**src/verilog/atsc_defs.vh**
```
/*
 * constants of the attenuator serial control block: word layout,
 * register offsets, reset values and link timing figures.
 * assumes inclusion by bare name from the block's design files.
 */
`ifndef ATSC_DEFS_VH
`define ATSC_DEFS_VH

// serial word layout, msb first
`define ATSC_WORD_W            6
`define ATSC_GUARD_BIT_POS     5
`define ATSC_TOP_WEIGHT_BIT_POS 4
`define ATSC_BOTTOM_WEIGHT_BIT_POS 0
`define ATSC_STEP_W            5

// apb register offsets (byte addresses)
`define ATSC_OFS_CTRL          12'h000
`define ATSC_OFS_STATUS        12'h004
`define ATSC_OFS_SHIFT         12'h008
`define ATSC_OFS_STEP          12'h00C

// control register fields
`define ATSC_CTRL_LINK_EN      0
`define ATSC_CTRL_REJECT_GUARD 1
`define ATSC_CTRL_RESET        32'h0000_0001
`define ATSC_LINK_EN_RST       1'b1
`define ATSC_REJECT_GUARD_RST  1'b0

// status register fields
`define ATSC_STAT_GUARD_ERR    0
`define ATSC_STAT_OVERRUN      1
`define ATSC_STAT_LINK_CLK     2
`define ATSC_STAT_STROBE       3
`define ATSC_STAT_EARLY        4

// power-up load length and the bit count that marks an overrun
`define ATSC_PU_LOAD_LAST      2'h3
`define ATSC_OVERRUN_AT        3'h6

// link timing, in ns, and derived 50 MHz cycle counts
`define ATSC_CLK_PERIOD_NS     20
`define ATSC_MIN_LINK_HALF_NS  30
`define ATSC_MIN_LINK_HALF_CYC ((`ATSC_MIN_LINK_HALF_NS + `ATSC_CLK_PERIOD_NS - 1) / `ATSC_CLK_PERIOD_NS)

`endif

```
**src/verilog/atsc_sync.v**
```verilog
/*
 * two-flop synchroniser for one level from outside the clock domain.
 * assumes clk runs the receiving domain; only the second flop is read.
 */
`timescale 1ns/100ps
module atsc_sync
(
   input  wire clk,      // receiving clock
   input  wire resetn,   // async reset, active low
   input  wire ce,       // clock enable
   input  wire din,      // asynchronous level
   output reg  dout_q    // synchronised level
);
   reg meta_q;

   // first flop feeds only the second
   always @(posedge clk or negedge resetn)
   begin
      if (!resetn)
      begin
         meta_q <= 1'b0;
         dout_q <= 1'b0;
      end
      else if (ce)
      begin
         meta_q <= din;
         dout_q <= meta_q;
      end
   end
endmodule

```
**src/verilog/atsc_edge.v**
```verilog
/*
 * rise and fall detector on an already synchronised level.
 * assumes the input is in the clk domain.
 */
`timescale 1ns/100ps
module atsc_edge
(
   input  wire clk,      // clock
   input  wire resetn,   // async reset, active low
   input  wire ce,       // clock enable
   input  wire lvl,      // synchronised level
   output wire rise,     // one-cycle pulse on rising edge
   output wire fall      // one-cycle pulse on falling edge
);
   reg prev_q;

   // delayed copy for edge compare
   always @(posedge clk or negedge resetn)
   begin
      if (!resetn)
         prev_q <= 1'b0;
      else if (ce)
         prev_q <= lvl;
   end

   assign rise = lvl & ~prev_q;
   assign fall = ~lvl & prev_q;
endmodule

```
**src/verilog/atsc_top.v**
```verilog
/*
 * serial control port of a five-bit step attenuator: link shift register,
 * word strobe latch, parallel power-up load, and an apb register view.
 * assumes serial_clk, serial_data, word_strobe and the step_ctl pins come
 * from outside the clk domain; the apb master is on clk.
 */
`timescale 1ns/100ps
`include "atsc_defs.vh"

// Overview of operation
// - six-bit word shifted in msb first, guard bit first, weight bit 0 last
// - word bit 4 drives 8 dB step, bit 0 the 0.5 dB step
// - at power-up step bits load from the five parallel step pins
// - any of the 32 combinations may be chosen as power-up state
// - data sampled on shift clock rise, held through following fall
// - strobe high makes latch transparent; strobe low holds value
// - shifting proceeds whatever the strobe level
// - five step bits are binary weighted, all ones is full attenuation
module atsc_top
(
   input  wire        clk,               // 50 MHz system clock
   input  wire        resetn,            // async reset, active low
   input  wire        ce,                // clock enable, freezes state when low
   input  wire        serial_clk,        // link shift clock
   input  wire        serial_data,       // link serial data
   input  wire        word_strobe,       // latch strobe, high is transparent
   input  wire        step_ctl_8db,      // parallel power-up 8 dB
   input  wire        step_ctl_4db,      // parallel power-up 4 dB
   input  wire        step_ctl_2db,      // parallel power-up 2 dB
   input  wire        step_ctl_1db,      // parallel power-up 1 dB
   input  wire        step_ctl_half_db,  // parallel power-up 0.5 dB
   input  wire        psel,              // apb select
   input  wire        penable,           // apb enable
   input  wire        pwrite,            // apb write
   input  wire [11:0] paddr,             // apb byte address
   input  wire [31:0] pwdata,            // apb write data
   output reg  [31:0] prdata,            // apb read data
   output reg         pready,            // apb ready
   output reg         pslverr,           // apb error
   output reg  [4:0]  atten_q            // step controls, bit 4 is 8 dB
);
   // synchronised link and pin levels
   wire       sclk_s;
   wire       sdata_s;
   wire       strobe_s;
   wire [4:0] pins_s;
   wire [4:0] pins_raw;
   wire       sclk_rise;
   wire       sclk_fall;

   assign pins_raw = {step_ctl_8db, step_ctl_4db, step_ctl_2db,
                      step_ctl_1db, step_ctl_half_db};

   atsc_sync u_sync_clk
   (
      .clk    (clk),
      .resetn (resetn),
      .ce     (ce),
      .din    (serial_clk),
      .dout_q (sclk_s)
   );

   atsc_sync u_sync_data
   (
      .clk    (clk),
      .resetn (resetn),
      .ce     (ce),
      .din    (serial_data),
      .dout_q (sdata_s)
   );

   atsc_sync u_sync_strobe
   (
      .clk    (clk),
      .resetn (resetn),
      .ce     (ce),
      .din    (word_strobe),
      .dout_q (strobe_s)
   );

   // one synchroniser per parallel step pin
   genvar gi;
   generate
      for (gi = 0; gi < `ATSC_STEP_W; gi = gi + 1)
      begin : g_pin
         atsc_sync u_sync_pin
         (
            .clk    (clk),
            .resetn (resetn),
            .ce     (ce),
            .din    (pins_raw[gi]),
            .dout_q (pins_s[gi])
         );
      end
   endgenerate

   atsc_edge u_edge_clk
   (
      .clk    (clk),
      .resetn (resetn),
      .ce     (ce),
      .lvl    (sclk_s),
      .rise   (sclk_rise),
      .fall   (sclk_fall)
   );

   // data synchroniser matches the clock's, so the sampled bit lines up
   // with the rise as seen here; host hold past the fall covers skew
   reg  [5:0] shift_q;
   reg  [2:0] bit_cnt_q;
   reg        overrun_q;
   reg        guard_err_q;
   reg        powerup_q;
   reg  [1:0] pu_wait_q;
   reg        link_en_q;
   reg        reject_guard_q;
   reg  [2:0] fall_seen_q;
   reg        strobe_early_q;

   // shift on every link rise while link_en_q is set, strobe level ignored
   always @(posedge clk or negedge resetn)
   begin
      if (!resetn)
      begin
         shift_q   <= 6'h00;
         bit_cnt_q <= 3'h0;
      end
      else if (ce && link_en_q && sclk_rise)
      begin
         shift_q   <= {shift_q[4:0], sdata_s};
         if (bit_cnt_q != 3'd7)
            bit_cnt_q <= bit_cnt_q + 3'd1;
      end
      else if (ce && strobe_s)
         bit_cnt_q <= 3'h0;
   end

   // counts clk cycles since the last link fall, saturating
   always @(posedge clk or negedge resetn)
   begin
      if (!resetn)
         fall_seen_q <= 3'h7;
      else if (ce)
      begin
         if (sclk_fall)
            fall_seen_q <= 3'h0;
         else if (fall_seen_q != 3'h7)
            fall_seen_q <= fall_seen_q + 3'd1;
      end
   end

   // power-up: pins settle through the synchronisers, then load once
   always @(posedge clk or negedge resetn)
   begin
      if (!resetn)
      begin
         powerup_q <= 1'b1;
         pu_wait_q <= 2'h0;
      end
      else if (ce && powerup_q)
      begin
         if (pu_wait_q == `ATSC_PU_LOAD_LAST)
            powerup_q <= 1'b0;
         else
            pu_wait_q <= pu_wait_q + 2'd1;
      end
   end

   // output latch: parallel load once, then transparent while strobe high
   always @(posedge clk or negedge resetn)
   begin
      if (!resetn)
         atten_q <= 5'h00;
      else if (ce)
      begin
         if (powerup_q)
            atten_q <= pins_s;
         else if (strobe_s && !(reject_guard_q && shift_q[`ATSC_GUARD_BIT_POS]))
            atten_q <= shift_q[`ATSC_TOP_WEIGHT_BIT_POS:`ATSC_BOTTOM_WEIGHT_BIT_POS];
      end
   end

   // apb decode; a write counts once, at the edge that samples pready high,
   // so a master that holds its request one cycle longer never writes twice
   wire        apb_acc   = psel && penable;
   wire        apb_take  = apb_acc && pready;
   wire        apb_wr    = apb_take && pwrite;
   wire        addr_ok   = (paddr == `ATSC_OFS_CTRL) || (paddr == `ATSC_OFS_STATUS) ||
                           (paddr == `ATSC_OFS_SHIFT) || (paddr == `ATSC_OFS_STEP);
   wire        wr_ctrl   = apb_wr && (paddr == `ATSC_OFS_CTRL);
   wire        wr_stat   = apb_wr && (paddr == `ATSC_OFS_STATUS);
   wire        clr_guard = wr_stat && pwdata[`ATSC_STAT_GUARD_ERR];
   wire        clr_over  = wr_stat && pwdata[`ATSC_STAT_OVERRUN];
   wire        clr_early = wr_stat && pwdata[`ATSC_STAT_EARLY];
   wire        start_acc = apb_acc && !pready;
   reg  [31:0] rdata_d;
   reg  [31:0] status_d;
   reg  [31:0] ctrl_d;

   // strobe seen with the link clock high, or right after its fall;
   // a gap shorter than one clk period cannot be resolved here, so this
   // only catches gross ordering faults of the host
   wire        early_now = strobe_s && (sclk_s || fall_seen_q == 3'h0);

   // guard flag: a strobe that would apply a word with the guard bit high;
   // set wins over a same-cycle software clear, so no event is lost
   always @(posedge clk or negedge resetn)
   begin
      if (!resetn)
         guard_err_q <= 1'b0;
      else if (ce)
      begin
         if (strobe_s && shift_q[`ATSC_GUARD_BIT_POS] && !powerup_q)
            guard_err_q <= 1'b1;
         else if (clr_guard)
            guard_err_q <= 1'b0;
      end
   end

   // overrun flag: a seventh accepted rise before a strobe reset the count;
   // ignored shifts with the link off do not count
   always @(posedge clk or negedge resetn)
   begin
      if (!resetn)
         overrun_q <= 1'b0;
      else if (ce)
      begin
         if (link_en_q && sclk_rise && bit_cnt_q >= `ATSC_OVERRUN_AT)
            overrun_q <= 1'b1;
         else if (clr_over)
            overrun_q <= 1'b0;
      end
   end

   // early strobe flag, set wins as above
   always @(posedge clk or negedge resetn)
   begin
      if (!resetn)
         strobe_early_q <= 1'b0;
      else if (ce)
      begin
         if (early_now)
            strobe_early_q <= 1'b1;
         else if (clr_early)
            strobe_early_q <= 1'b0;
      end
   end

   // status word from the field positions, so the map lives in one place
   always @*
   begin
      status_d                       = 32'h0000_0000;
      status_d[`ATSC_STAT_GUARD_ERR] = guard_err_q;
      status_d[`ATSC_STAT_OVERRUN]   = overrun_q;
      status_d[`ATSC_STAT_LINK_CLK]  = sclk_s;
      status_d[`ATSC_STAT_STROBE]    = strobe_s;
      status_d[`ATSC_STAT_EARLY]     = strobe_early_q;
   end

   // control word, unused bits read zero
   always @*
   begin
      ctrl_d                            = 32'h0000_0000;
      ctrl_d[`ATSC_CTRL_LINK_EN]        = link_en_q;
      ctrl_d[`ATSC_CTRL_REJECT_GUARD]   = reject_guard_q;
   end

   // read mux, unmapped reads zero; the level bits of status are the
   // synchronised copies, so they lag the pins by two cycles
   always @*
   begin
      rdata_d = 32'h0000_0000;
      case (paddr)
         `ATSC_OFS_CTRL:   rdata_d = ctrl_d;
         `ATSC_OFS_STATUS: rdata_d = status_d;
         `ATSC_OFS_SHIFT:  rdata_d = {26'h0, shift_q};
         `ATSC_OFS_STEP:   rdata_d = {27'h0, atten_q};
         default:          rdata_d = 32'h0000_0000;
      endcase
   end

   // control register; link on and guard check off out of reset, so a host
   // that never touches the bus still programs the steps
   always @(posedge clk or negedge resetn)
   begin
      if (!resetn)
      begin
         link_en_q      <= `ATSC_LINK_EN_RST;
         reject_guard_q <= `ATSC_REJECT_GUARD_RST;
      end
      else if (ce && wr_ctrl)
      begin
         link_en_q      <= pwdata[`ATSC_CTRL_LINK_EN];
         reject_guard_q <= pwdata[`ATSC_CTRL_REJECT_GUARD];
      end
   end

   // bus answer: pready registered so every output comes from a flop, at
   // the cost of one wait state; read data is captured with it and holds
   // until the next access
   always @(posedge clk or negedge resetn)
   begin
      if (!resetn)
      begin
         prdata  <= 32'h0000_0000;
         pready  <= 1'b0;
         pslverr <= 1'b0;
      end
      else if (ce)
      begin
         pready  <= start_acc;
         pslverr <= start_acc && !addr_ok;
         if (start_acc)
            prdata <= rdata_d;
      end
   end
endmodule

```
**config.mk**
```make
export PLATFORM = sky130hd
export DESIGN_NAME = atsc_top
export DESIGN_NICKNAME = d
export VERILOG_FILES = /design/src/verilog/atsc_sync.v /design/src/verilog/atsc_edge.v /design/src/verilog/atsc_top.v
export VERILOG_INCLUDE_DIRS = /design/src /design/src/verilog
export SDC_FILE = /design/constraint.sdc
export NUM_CORES = 1
export LEC_CHECK = 0
export BUFFER_PORTS_ARGS = -buffer_cell sky130_fd_sc_hd__buf_2
export CELL_PAD_IN_SITES_DETAIL_PLACEMENT = 1
export CELL_PAD_IN_SITES_GLOBAL_PLACEMENT = 1
export CORE_MARGIN = 5
export CORE_UTILIZATION = 34
export DETAILED_ROUTE_END_ITERATION = 8
export HOLD_SLACK_MARGIN = 0.15
export PLACE_DENSITY_LB_ADDON = 0.1
export REMOVE_ABC_BUFFERS = 1
export SYNTH_ARGS = -nofsm -noshare
export SYNTH_HDL_FRONTEND = slang
export SYNTH_SLANG_ARGS = --single-unit
```
**constraint.sdc**
```tcl
create_clock -name clk -period 1.45 [get_ports clk]
set_input_delay 0.145 -clock clk [delete_from_list [all_inputs] [get_ports clk]]
set_output_delay 0.145 -clock clk [all_outputs]
set_load 0.02 [all_outputs]
```
==> out/results.tsv <==
stage	metric	value	unit
sta	Worst Clk Skew	10.7	ps
routing	ANT nets after route	0	
die	die width	95.6	um
synthesis	Post-synth top flop	dfrtp_1	
critical_path	critical path arrival	1590	ps
clock_network	clock latency at the later pin of the worst-skew pair	310	ps
routing	Iteration-0 DRC Markers	27	
critical_path	slowest stage delay, CP	600	ps
global_routing	Remaining Overflow, GRT	0	
synthesis	Syn Std Cell Area	2490	um2
placement	placed cell area	2780	um2
sta	RSZ-0062 raised after global routing	false	
critical_path	CP delay by family, top	flip-flops	
clock_network	CTS Buf Count	5	
pwr	Leak	0.00144	uW
synthesis	Post-synth ARST share	1.00	
clock_network	H-tree depth	2	
global_routing	vias in the first global route	1695	
synthesis	Unique masters post-synth	41	
die	Die Y	95.6	um
routing	final wirelength	5370	um
synthesis	register area share after synthesis	0.504	
routing	routed via count	1673	
finish	final instance area	3020	um2
critical_path	Required @ worst endpoint	1680	ps
die	Rows	31	
finish	P&R area growth vs syn	21.2	%
critical_path	type of destination of the critical path	register	
routing	average wire per standard cell	14.6	um
placement	DP Worst Slack	-15.5	ps
critical_path	CP Cell Sequence	inv_1, ha_1, and3_1, a21oi_2, o22ai_1	
sta	endpoints failing setup	0	
pwr	clock network fraction of design power	0.298	
routing	Vias/cell	4.56	
worst_hold_path	Hold WC Path Type	input port to register	
sta	Fin Setup TNS	0	ps
synthesis	post-synth top area cell	dfrtp_1	
pwr	Max IR drop VDD	524	uV
clock_network	clock sinks	50	
pwr	Int Pwr	2090	uW
placement	Port Buffers	41	
finish	Core Util, Final	0.419	
clock_network	CTS tree	done	
sta	Max Fclk	734	MHz
critical_path	crit path buf inv count	1	
finish	Final #Nets	331	
synthesis	Syn Area/Cell	12.0	um2
global_routing	initial antenna violation count	0	
pwr	combinational power share	0.163	
flow_run	Max Cap Violations	0	
finish	ANT cells	0	
outcome	status	finished, final reports clean	
global_routing	largest net degree at the start of global routing	38	
finish	Filler Cell Count	802	
routing	Pre-Repair DR Iteration Count	4	
synthesis	Ys Warns	0	
sta	Slew Viols, Final	0	
clock_network	clk buf depth	2	
placement	DP HPWL	4020	um
clock_network	root buffer cell	clkbuf_8	
synthesis	Post-synth EDFFs	0	
synthesis	Synth top area share	0.452	
die	Starting Density	0.346	
pwr	Net Sw Frac	0.294	
global_routing	All-Layer GR Usage	0.125	
critical_path	crit start category	register	
critical_path	CP max FO	4	
pwr	Seq pwr share	0.539	
synthesis	Post-Syn Instances	207	
die	core footprint	7210	um2
finish	fraction of layout cells with a size suffix above 1	0.392	
die	total I/O pin count	97	
sta	endpoints failing hold	0	
routing	DR DRC count	0	
critical_path	critical path's slowest cell	dfstp_2	
synthesis	top cells by area, synth	dfrtp_1 (45%), mux2_2 (13%), buf_4 (8.1%), dfstp_2 (5.3%), ha_1 (3.0%)	
die	Die ar.	9150	um2
sta	fin crit period	1360	ps
placement	RePlAce Congestion	0.717	
pwr	Sw Pwr	872	uW
clock_network	Clock transition at path regs	100	ps
synthesis	#FFs+latches synth	50	
global_routing	first-pass GRT wire length	8710	um
critical_path	crit path kind	register to register	
sta	Final Cycle Share	0.940	
sta	setup slack after layout	87.1	ps
clock_network	Post-CTS Setup Inserts	0	
pwr	P per Cell Area	982	nW/um2
worst reg2reg max path, delay by kind of cell, from the launching register on:
| family | cells | cell delay (ps) |
|---|---|---|
| flip-flops | 1 | 600 |
| AND/OR/NAND/NOR | 1 | 170 |
| adder cells (fa/ha/maj) | 1 | 270 |
| buffers and inverters | 1 | 60 |
| AO/OA/AOI/OAI | 2 | 190 |
kinds of logic (layout without fill, tap and decap cells):
kind of cell    after synthesis  count (layout)  share of synthesized area
flops                        50              50                      0.504
buf+inv                      41              77                      0.105
simple gates                 39              39                     0.0988
mux                          37              37                      0.174
compound gates               32              32                     0.0828
fa+ha+maj                     6               6                     0.0301
other cells                   1              26                    0.00150
xor+xnor                      1               1                    0.00351
placed cells by master (no fill, tap or decap), types with 4 or more instances in the layout:
cell type and count:
dfrtp_1 45, buf_2 41, ha_1 4, clkbuf_8 5
dfstp_2 5, buf_4 9, conb_1 26, o21ai_0 7
mux2_2 28, inv_1 6, nand2_1 16, mux2i_1 5
dlygate4sd3_1 11
cell type report:
class                      instances  area (um2)  share of cell area
sequential                        50        1260               0.416
multi-input combinational        141        1100               0.364
timing repair buffer              63         423               0.140
tap                               99         124              0.0410
clock buffer                       5        68.8              0.0228
clock inverter                     3        26.3             0.00870
inverter                           6        22.5             0.00745
final timing paths:
| check | start | endpoint | cells after the start | slack, ps |
|---|---|---|---|---|
| setup / recovery | fall_seen_q[0] | fall_seen_q[1] | 5 | 90 |
| min in group asynchronous | resetn | g_pin[4].u_sync_pin.meta_q | 2 | 250 |
| hold / removal | pwdata[4] | strobe_early_q | 3 | 160 |
| setup reg to reg | fall_seen_q[0] | fall_seen_q[1] | 5 | 90 |
| max in group asynchronous | resetn | fall_seen_q[2] | 3 | 620 |
| hold reg to reg | prdata[5] | prdata[5] | 2 | 490 |
cell usage after synthesis (all sizes together), types with 3 or more instances:
cell type and n:
o22ai 3, dfrtp 45, a21oi 3, dfstp 5, o31ai 3, nor2 4, buf 33, inv 6
a22oi 3, nand4 4, mux2 30, ha 6, o21ai 11, nand2 16, mux2i 5, a22o 3
registers in the layout, indices dropped and copies added, names as in the netlist, 2 cells and up:
| register | cells |
|---|---|
| prdata | 6 |
| g_pin.u_sync_pin.meta_q | 5 |
| atten_q | 5 |
| pu_wait_q | 2 |
| shift_q | 6 |
| g_pin.u_sync_pin.dout_q | 5 |
| bit_cnt_q | 3 |
| fall_seen_q | 3 |
metal layers:
metal / global-route usage / vias up / part of all wire
met5: 0 / - / 0
met4: 0.0284 / 0 / 0.0071
met3: 0.0308 / 4 / 0.058
met2: 0.205 / 48 / 0.47
met1: 0.166 / 822 / 0.46
li1: - / 799 / -
power by group through the flow:
stage / logic (uW) / registers (uW) / clock network (uW)
2_1_floorplan: 267 / 1590 / 0
3_3_place_gp: 435 / 1610 / 0
3_5_place_dp: 442 / 1610 / 0
4_1_cts: 466 / 1580 / 928
5_1_grt: 549 / 1610 / 1010
6_report: 485 / 1600 / 884
metrics by stage:
stage | hold WS (ps) | total power, uW | instances
final | 161 | 2970 | 367
after global routing | 157 | 3170 | 367
after CTS | 156 | 2980 | 367
after detailed placement | 67.3 | 2050 | 348
after global placement | 69.7 | 2040 | 348
after floorplan | -151 | 1860 | 197
timing repair:
action                                 in CTS  in global routing
gates resized for setup                     0                  6
setup endpoints to repair                   0                  8
hold buffers                               11                  0
endpoints found under the hold margin      55                  0
Note: power is estimated with default switching activity, not from simulation.
